[src/check_map.svh]
//////////////////////////////////////////////////////////////////////
// Behaviour
// - Bits 0..2 choose one of five codes
// - Mode write other than a counted step presets shift counter 0 or 2
// - Bit 3 picks byte or word loading
// - Bit 6 gives cycle mode; step ignored
// - Clear bit zeroes check, sets done
// - Done flag readable, ignores writes
// - Data write loads word, clears done unless a finish coincides
// - Shifting starts after write ends, stops
// - Finish sets done, back to load
// - Longitudinal codes: per-bit modulo-2 sum
// - Cyclic codes: keep division remainder only
// - Sixteen-bit cyclic: 8-bit chars, 16 bits
// - Twelve-bit cyclic: 6-bit chars, 12 bits
// - Telecom cyclic: 8-bit chars, 16 bits
// - Eight-bit longitudinal: 8-bit XOR sum
// - Sixteen-bit longitudinal: 16-bit XOR sum
// - Low check byte is sent first
// - Step mode: load runs no shifting
// - Each step write gives one shift while a load is pending
// - Word mode counter advances every two shifts
// - No interrupt; done flag is polled
//////////////////////////////////////////////////////////////////////
`ifndef CHECK_MAP_SVH
`define CHECK_MAP_SVH

// Register byte offsets
`define CSR_OFS 3'h0
`define CHK_OFS 3'h2
`define DAT_OFS 3'h4

// Control/status bit positions
`define B_WIDE 0
`define B_LRC 1
`define B_VAR 2
`define B_WORD 3
`define B_CLR 4
`define B_STEP 5
`define B_CYC 6
`define B_DONE 7
`define B_QBIT 8

// Shift counter presets and terminal value
`define CNT_PRE_8 3'h0
`define CNT_PRE_6 3'h2
`define CNT_LAST 3'h7

// Reflected generator patterns, fed from the low end
`define POLY_CRC16 16'ha001
`define POLY_CCITT 16'h8408
`define POLY_CRC12 16'h0f01
`define POLY_LRC16 16'h8000
`define POLY_LRC8 16'h0080

// Reset values
`define CHK_RST 16'h0000
`define DAT_RST 16'h0000
`define DONE_RST 1'b1
`define CNT_RST 3'h0

`endif

[src/check_pkg.sv]
`default_nettype none
package check_pkg;
   // Shift sequencer states, one-hot
   typedef enum logic [2:0] {
      st_idle = 3'b001,
      st_wait = 3'b010,
      st_run = 3'b100
   } seq_state_t;
endpackage
`default_nettype wire

[src/shift_step.sv]
`timescale 1ns/10ps
`default_nettype none
// One serial divide step of the check register
module shift_step #(
   parameter int W = 16
) (
   input wire logic [W-1:0] chk,
   input wire logic data_bit,
   input wire logic [W-1:0] poly,
   output logic [W-1:0] chk_nxt,
   output logic quotient_bit
);
   // Feedback bit is the quotient bit of this step
   assign quotient_bit = chk[0] ^ data_bit;

   // Shift toward the low end, fold in generator on a one
   // Longitudinal patterns hold one bit, so this is a rotate-XOR
   assign chk_nxt = {1'b0, chk[W-1:1]} ^ ({W{quotient_bit}} & poly);
endmodule // shift_step
`default_nettype wire

[src/block_check_accumulator.sv]
`timescale 1ns/10ps
`default_nettype none
`include "check_map.svh"
module block_check_accumulator
   import check_pkg::*;
#(
   parameter int W = 16
) (
   input wire logic clk,
   input wire logic rst_b,
   input wire logic bus_sel,
   input wire logic bus_wr,
   input wire logic bus_rd,
   input wire logic [2:0] bus_addr,
   input wire logic [W-1:0] bus_wdata,
   output logic [W-1:0] bus_rdata
);

   //////////////////////////////////////////////////////////////////
   // Declarations

   // Mode bits held from the last control write
   logic wide_check_select_r;
   logic lrc_select_r;
   logic crc_variant_r;
   logic word_load_select_r;
   logic cycle_mode_select_r;

   // Completion flag, readback only; loads do not depend on it
   logic done_r;
   // Accumulated check value
   logic [W-1:0] chk_r;
   // Data register, shifts out from bit 0
   logic [W-1:0] dat_r;
   // Modulo-8 shift counter and word-mode halver
   logic [2:0] cnt_r;
   logic half_r;
   // Sequencer state
   seq_state_t state_r;
   seq_state_t state_nxt;
   // Read data holding register
   logic [W-1:0] rdata_r;

   // Bus decodes
   logic wr_csr;
   logic wr_dat;
   logic rd_any;
   // Control pulses from a control write
   logic clr_pls;
   logic step_pls;
   // Shift and counter events
   logic shift_en;
   logic adv;
   logic last;
   // Generator pattern for the current code
   logic [W-1:0] poly;
   // Step results
   logic [W-1:0] chk_nxt;
   logic quotient_bit;
   // Counter presets
   logic [2:0] pre_wr;
   logic [2:0] pre_reg;
   // Readback view of the control/status word
   logic [W-1:0] csr_view;

   //////////////////////////////////////////////////////////////////
   // Bus decode

   // Control write
   assign wr_csr = bus_sel & bus_wr & (bus_addr == `CSR_OFS);
   // Data write, a level for the whole access
   assign wr_dat = bus_sel & bus_wr & (bus_addr == `DAT_OFS);
   // Any read
   assign rd_any = bus_sel & bus_rd;

   // Clear request
   assign clr_pls = wr_csr & bus_wdata[`B_CLR];
   // Step only counts with cycle mode off in the same write
   assign step_pls = wr_csr & bus_wdata[`B_STEP] & ~bus_wdata[`B_CYC]
                     & (state_r == st_wait);

   //////////////////////////////////////////////////////////////////
   // Code selection

   // Pattern from wide, longitudinal and variant bits
   always_comb begin
      if (lrc_select_r) begin
         // Longitudinal: width from the wide bit
         poly = wide_check_select_r ? `POLY_LRC16 : `POLY_LRC8;
      end else if (wide_check_select_r) begin
         // Sixteen-bit cyclic, standard or telecom
         poly = crc_variant_r ? `POLY_CCITT : `POLY_CRC16;
      end else begin
         // Twelve-bit cyclic
         poly = `POLY_CRC12;
      end
   end

   // Twelve-bit code takes six bits per character
   assign pre_wr = (~bus_wdata[`B_WIDE] & ~bus_wdata[`B_LRC]) ?
                   `CNT_PRE_6 : `CNT_PRE_8;
   assign pre_reg = (~wide_check_select_r & ~lrc_select_r) ?
                    `CNT_PRE_6 : `CNT_PRE_8;

   //////////////////////////////////////////////////////////////////
   // Shift datapath

   shift_step #(
      .W(W)
   ) u_step (
      .chk(chk_r),
      .data_bit(dat_r[0]),
      .poly(poly),
      .chk_nxt(chk_nxt),
      .quotient_bit(quotient_bit)
   );

   // One shift per cycle when running, or one per step write
   assign shift_en = (state_r == st_run) | step_pls;
   // Word mode advances the counter on every second shift
   assign adv = shift_en & (~word_load_select_r | half_r);
   // Counter wrap ends the character
   assign last = adv & (cnt_r == `CNT_LAST);

   //////////////////////////////////////////////////////////////////
   // Mode register

   // Mode bits change only on a control write
   always_ff @(posedge clk) begin
      if (!rst_b) begin
         wide_check_select_r <= 1'b0;
         lrc_select_r <= 1'b0;
         crc_variant_r <= 1'b0;
         word_load_select_r <= 1'b0;
         cycle_mode_select_r <= 1'b0;
      end else if (wr_csr) begin
         wide_check_select_r <= bus_wdata[`B_WIDE];
         lrc_select_r <= bus_wdata[`B_LRC];
         crc_variant_r <= bus_wdata[`B_VAR];
         word_load_select_r <= bus_wdata[`B_WORD];
         cycle_mode_select_r <= bus_wdata[`B_CYC];
      end
   end

   //////////////////////////////////////////////////////////////////
   // Sequencer

   // Next state; a new data load always restarts the character
   always_comb begin
      state_nxt = state_r;
      case (state_r)
         st_idle: begin
            // Waiting for a character
            if (wr_dat) begin
               state_nxt = st_wait;
            end
         end
         st_wait: begin
            // Loaded; hold while the write lasts
            if (clr_pls || last) begin
               state_nxt = st_idle;
            end else if (!wr_dat && cycle_mode_select_r) begin
               state_nxt = st_run;
            end
            // Step mode stays here; only steps shift
         end
         st_run: begin
            // Free-running shifts until the counter wraps
            if (wr_dat) begin
               state_nxt = st_wait;
            end else if (clr_pls || last) begin
               state_nxt = st_idle;
            end
         end
         default: begin
            state_nxt = st_idle;
         end
      endcase
   end

   // State register
   always_ff @(posedge clk) begin
      if (!rst_b) begin
         state_r <= st_idle;
      end else begin
         state_r <= state_nxt;
      end
   end

   //////////////////////////////////////////////////////////////////
   // Done flag

   // Set wins over the load clear; bus writes never store it
   always_ff @(posedge clk) begin
      if (!rst_b) begin
         done_r <= `DONE_RST;
      end else if (clr_pls || last) begin
         done_r <= 1'b1;
      end else if (wr_dat) begin
         done_r <= 1'b0;
      end
   end

   //////////////////////////////////////////////////////////////////
   // Shift counter

   // Preset on mode write other than a counted step, and on every load
   always_ff @(posedge clk) begin
      if (!rst_b) begin
         cnt_r <= `CNT_RST;
         half_r <= 1'b0;
      end else if (wr_csr && !step_pls) begin
         cnt_r <= pre_wr;
         half_r <= 1'b0;
      end else if (wr_dat) begin
         cnt_r <= pre_reg;
         half_r <= 1'b0;
      end else if (shift_en) begin
         // Halver only toggles in word mode
         half_r <= word_load_select_r & ~half_r;
         if (adv) begin
            cnt_r <= cnt_r + 3'h1;
         end
      end
   end

   //////////////////////////////////////////////////////////////////
   // Check register

   // Only clear and shifts touch it; it has no write path
   always_ff @(posedge clk) begin
      if (!rst_b) begin
         chk_r <= `CHK_RST;
      end else if (clr_pls) begin
         chk_r <= `CHK_RST;
      end else if (shift_en) begin
         chk_r <= chk_nxt;
      end
   end

   //////////////////////////////////////////////////////////////////
   // Data register

   // Parallel load, then shift out from the low end
   always_ff @(posedge clk) begin
      if (!rst_b) begin
         dat_r <= `DAT_RST;
      end else if (wr_dat) begin
         // Byte mode keeps only the low character
         if (word_load_select_r) begin
            dat_r <= bus_wdata;
         end else begin
            dat_r <= {8'h00, bus_wdata[7:0]};
         end
      end else if (shift_en) begin
         dat_r <= {1'b0, dat_r[W-1:1]};
      end
   end

   //////////////////////////////////////////////////////////////////
   // Readback

   // Status view; clear and step read as zero
   always_comb begin
      csr_view = '0;
      csr_view[`B_WIDE] = wide_check_select_r;
      csr_view[`B_LRC] = lrc_select_r;
      csr_view[`B_VAR] = crc_variant_r;
      csr_view[`B_WORD] = word_load_select_r;
      csr_view[`B_CYC] = cycle_mode_select_r;
      csr_view[`B_DONE] = done_r;
      csr_view[`B_QBIT] = quotient_bit;
   end

   // Registered read, one cycle later, held until the next read
   always_ff @(posedge clk) begin
      if (!rst_b) begin
         rdata_r <= '0;
      end else if (rd_any) begin
         case (bus_addr)
            `CSR_OFS: rdata_r <= csr_view;
            // Low byte is the first to send
            `CHK_OFS: rdata_r <= chk_r;
            `DAT_OFS: rdata_r <= dat_r;
            default: rdata_r <= '0;
         endcase
      end
   end

   assign bus_rdata = rdata_r;

   //////////////////////////////////////////////////////////////////
   // Checks

   // Clear zeroes the check and raises done
   a_clear_zeroes_check: assert property (
      @(posedge clk) disable iff (!rst_b)
      clr_pls |=> (chk_r == '0) && done_r)
      else $error("clear did not zero check or set done");

   // Word-mode load drops done and captures the whole data word
   a_load_drops_done: assert property (
      @(posedge clk) disable iff (!rst_b)
      (wr_dat && word_load_select_r) |=>
         !done_r && (dat_r == $past(bus_wdata)))
      else $error("data load not taken");

   // Nothing runs while the write is still on the bus
   a_no_early_shift: assert property (
      @(posedge clk) disable iff (!rst_b)
      wr_dat |=> state_r != st_run)
      else $error("shifting began during the write");

   // Byte character: eight shifts then done
   a_byte_eight_shifts: assert property (
      @(posedge clk) disable iff (!rst_b)
      (state_r == st_wait && !wr_dat && !wr_csr && cycle_mode_select_r
       && !word_load_select_r && cnt_r == `CNT_PRE_8)
      |=> (state_r == st_run)[*8] ##1 (done_r && state_r == st_idle))
      else $error("byte character length wrong");

   // Word character: sixteen shifts then done
   a_word_sixteen: assert property (
      @(posedge clk) disable iff (!rst_b)
      (state_r == st_wait && !wr_dat && !wr_csr && cycle_mode_select_r
       && word_load_select_r && cnt_r == `CNT_PRE_8)
      |=> ##15 (state_r == st_run) ##1 done_r)
      else $error("word character length wrong");

   // Step mode never free-runs
   a_step_no_run: assert property (
      @(posedge clk) disable iff (!rst_b)
      (state_r == st_wait && !cycle_mode_select_r && !wr_csr)
      |=> state_r != st_run)
      else $error("step mode ran on its own");

   // A step moves both registers exactly once
   a_step_one_shift: assert property (
      @(posedge clk) disable iff (!rst_b)
      (step_pls && !clr_pls) |=> (chk_r == $past(chk_nxt))
         && (dat_r == ($past(dat_r) >> 1)))
      else $error("step did not give one shift");

   // Counter preset follows the chosen code
   a_counter_preset: assert property (
      @(posedge clk) disable iff (!rst_b)
      (wr_csr && !step_pls) |=> cnt_r == ((lrc_select_r
         || wide_check_select_r) ? `CNT_PRE_8 : `CNT_PRE_6))
      else $error("shift counter preset wrong");

   // Idle done flag survives plain control writes
   a_done_holds: assert property (
      @(posedge clk) disable iff (!rst_b)
      (wr_csr && state_r == st_idle && done_r) |=> done_r)
      else $error("done flag changed by a write");

endmodule // block_check_accumulator
`default_nettype wire

[config.mk]
export PLATFORM = sky130hd
export DESIGN_NAME = block_check_accumulator
export DESIGN_NICKNAME = d
export VERILOG_FILES = /design/src/check_pkg.sv /design/src/shift_step.sv /design/src/block_check_accumulator.sv
export VERILOG_INCLUDE_DIRS = /design/src
export SDC_FILE = /design/constraint.sdc
export NUM_CORES = 1
export LEC_CHECK = 0
export ABC_AREA = 1
export BUFFER_PORTS_ARGS = -buffer_cell sky130_fd_sc_hd__buf_2
export CAP_MARGIN = 20
export CORE_ASPECT_RATIO = 0.8
export CORE_MARGIN = 2
export CORE_UTILIZATION = 40
export CTS_CLUSTER_DIAMETER = 60
export DETAILED_ROUTE_END_ITERATION = 7
export SYNTH_ARGS = -nofsm -noshare
export SYNTH_HDL_FRONTEND = slang
export SYNTH_HIERARCHICAL = 1
export SYNTH_SLANG_ARGS = --single-unit
export TNS_END_PERCENT = 5
[constraint.sdc]
create_clock -name clk -period 1.6 [get_ports clk]
set_input_delay 0.08 -clock clk [delete_from_list [all_inputs] [get_ports clk]]
set_output_delay 0.08 -clock clk [all_outputs]
set_load 0.05 [all_outputs]
==> run_results.csv <==
group,metric,value,unit
floorplanning,die_area,0.00895,mm2
worst_setup_path,r2r_end,"state_r[1]",
floorplanning,die_x,105,um
min_path,hp-class,"primary input to register",
power,p_leak,1.56,nW
cts,cts_root_buf,"clkbuf_8",
worst_setup_path,slowest_delay,0.33,ns
finish,n_fill_cell,804,
worst_setup_path,cp.required,1.85,ns
floorplanning,start_util,41.3,%
routing,wl_met1,4090,um
floorplanning,fp-row-count,29,
flow_run,maxCapViolCount,0,
worst_setup_path,path_cells,"inv_1 -> nand3_2 -> nor2_2 -> nand2_4 -> nand2_8 -> nand3_4 -> nand4_1 -> nand4_1 -> nand2_1 -> inv_1",
outcome,outcome,"complete, no violations",
global_route,grt.total_usage,19.8,%
cts,cts_tree,"yes",
finish,num_antenna_cells,0,
routing,drt_iter0_markers,139,
sta,fmax,0.708,GHz
global_route,grt_max_degree,34,
sta,setup_viol,0,
sta,drv_slew,0,
cts,cts_buffers,9,
min_path,whs_path_depth,3,
routing,ant_nets,0,
logic_synthesis,synthesis.area,0.00328,mm2
finish,drive_gt1_share,18.1,%
worst_setup_path,cp_slowest_cell,"dfxtp_1",
logic_synthesis,yosysMostFrequentCell,"nand2_1",
routing,via_per_inst,4.98,
logic_synthesis,yosys_warnings,6,
global_route,grt_overflow,0,
cts,cts.clk_slew.worst_paths,0.07,ns
logic_synthesis,synth_edf_count,0,
worst_setup_path,endpoint,"state_r[1]",
routing,routed_wl,8250,um
routing,dr.pass1.iters,4,
sta,period_minus_slack,1.41,ns
finish,final_core_util,48.3,%
global_route,grt_pass1_wl,14300,um
placement,gp_routability_congestion,0.835,
sta,tns,0,ns
cts,cts_buffer_depth,2,
logic_synthesis,netlist_instances,466,
worst_setup_path,critPathCaptureType,"register",
finish,final_nets,548,
logic_synthesis,synthFlopType,"dfxtp_1",
logic_synthesis,synth_cell_types,38,
floorplanning,die_y,85.0,um
logic_synthesis,synthArstFlopShare,0,%
routing,top_layer,"met4",
global_route,antenna_found_initial,0,
floorplanning,coreArea,0.00795,mm2
global_route,grt_pass1_vias,2977,
logic_synthesis,synth_area_leaders,"dfxtp_1, nand2_1, a21oi_1",
logic_synthesis,syn_area_per_cell,7.05,um2
worst_setup_path,timing.rr.start,"state_r[2]",
sta,fin_skew,0.00734,ns
finish,regArea,0.00122,mm2
worst_setup_path,path_class,"register to register",
logic_synthesis,synth_top_area_cell,"dfxtp_1",
worst_setup_path,crit_path_start_kind,"register",
worst_setup_path,startpoint,"state_r[2]",
power,peakVddDrop,0.549,mV
cts,insertion_delay,0.34,ns
finish,fin_cells,634,
logic_synthesis,synth.top_cell.area_share,37.2,%
routing,vias,3157,
finish,area_delta_synth_final,17.0,%
power,power_density,918,mW/mm2
placement,numPlacedInstances,615,
sta,finalCritPeriodShare,88.3,%
floorplanning,ios,40,
logic_synthesis,yosys_register_bits,61,
worst_setup_path,critical_path_arrival,1.66,ns
routing,drc,0,
logic_synthesis,ys_seq_area_share,37.2,%
placement,post-dp-hpwl,6000,um
cts,htreeDepth,3,
finish,multi_input_area,0.00176,mm2
cts,cts_sinks,61,
placement,io_buffer_count,39,
routing,wl_met3,339,um
routing,routedWlPerCell,13.0,um
routing,routed-wl-met2,3760,um
sta,hold_viol,0,
worst_setup_path,worstPathMaxFanout,7,
worst_setup_path,r2r_setup_slack,0.19,ns
sta,rsz0062_at_grt,"no",
logic_synthesis,ys_top_cells_by_count,"nand2_1, dfxtp_1, a21oi_1",
worst_setup_path,reg2reg_depth,10,
-- layout make-up --
| class | count | area share (%) |
|---|---|---|
| Inverter | 51 | 5.18 |
| Clock inverter | 4 | 1.24 |
| Sequential cell | 61 | 31.8 |
| Clock buffer | 11 | 3.94 |
| Timing Repair Buffer | 54 | 8.54 |
| Multi-Input combinational cell | 345 | 45.8 |
| Tap cell | 108 | 3.52 |
-- power breakdown --
group	internal, mW	switching [mW]
clock network	0.790	0.601
registers	1.57	0.0323
logic	0.187	0.348
total	2.54	0.981
-- routing by layer --
| metal | vias up | GRT usage [%] |
|---|---|---|
| met1 | 1448 | 26.7 |
| met4 | 0 | 3.64 |
| li1 | 1639 | - |
| met2 | 63 | 32.0 |
| met5 | - | 0 |
| met3 | 7 | 5.45 |
-- cell families (layout without fill, tap and decap cells) --
family	after synthesis	after routing	share of synthesized area, %
buffers and inverters	73	120	11.0
xor gates and xnor gates	1	1	0.267
adders and majority gates	2	2	0.762
DFF	61	61	37.2
and+or+nand+nor	238	238	34.8
AOI/OAI and AO/OA	90	90	15.9
other	1	14	0.114
-- through the flow --
step                      instance area (um2)  hold slack (ns)  total power, mW  worst slack, ns
after floorplan                          3330            0.228             2.05            0.292
after global placement                   3590            0.349             2.14            0.163
after detailed placement                 3590            0.362             2.15            0.114
after CTS                                3820         0.000457             3.55           0.0819
after global routing                     3840          0.00847             3.72          0.00870
final                                    3840           0.0145             3.52            0.188
-- registers in the layout, indices dropped and copies added, names as in the netlist --
| signal | cells |
|---|---|
| bus_rdata | 16 |
| chk_r | 16 |
| dat_r | 16 |
| cnt_r | 3 |
| state_r | 3 |
| crc_variant_r | 1 |
| cycle_mode_select_r | 1 |
| done_r | 1 |
| half_r | 1 |
| lrc_select_r | 1 |
| wide_check_select_r | 1 |
| word_load_select_r | 1 |
-- critical path: cells and delay by family, from the launching register on --
kind / cells / cell delay, ns
buf+inv: 2 / 0.10
flops: 1 / 0.33
simple gates: 8 / 0.88
-- worst min-delay path by stage --
stage / startpoint / end / slack (ns)
global route: bus_wdata[3] / dat_r[3] / 0.008
global placement: bus_wdata[15] / dat_r[15] / 0.35
floorplan: bus_wdata[6] / cycle_mode_select_r / 0.23
finish: bus_wdata[14] / dat_r[14] / 0.01
CTS: bus_wdata[14] / dat_r[14] / 0.0005
detailed placement: bus_wdata[15] / dat_r[15] / 0.36
-- repair_timing --
item	4_1_cts	5_1_grt
hold endpoints to repair	3	0
setup buffers	0	1
gates resized for setup	0	3
endpoints found under the setup margin	0	11
hold buffers	3	0
-- cells in the final DEF (no fill, tap or decap), drive strengths merged, types with 3 or more instances in the layout --
master / instances
o21ai: 12
nand2: 160
nand4: 17
nor2: 16
nand3: 36
a22o: 6
dfxtp: 61
dlygate4sd3: 3
inv: 51
a21oi: 51
buf: 51
nor3: 9
conb: 14
a211oi: 4
clkbuf: 11
a31oi: 11
Power figures use the tool's default switching activity.
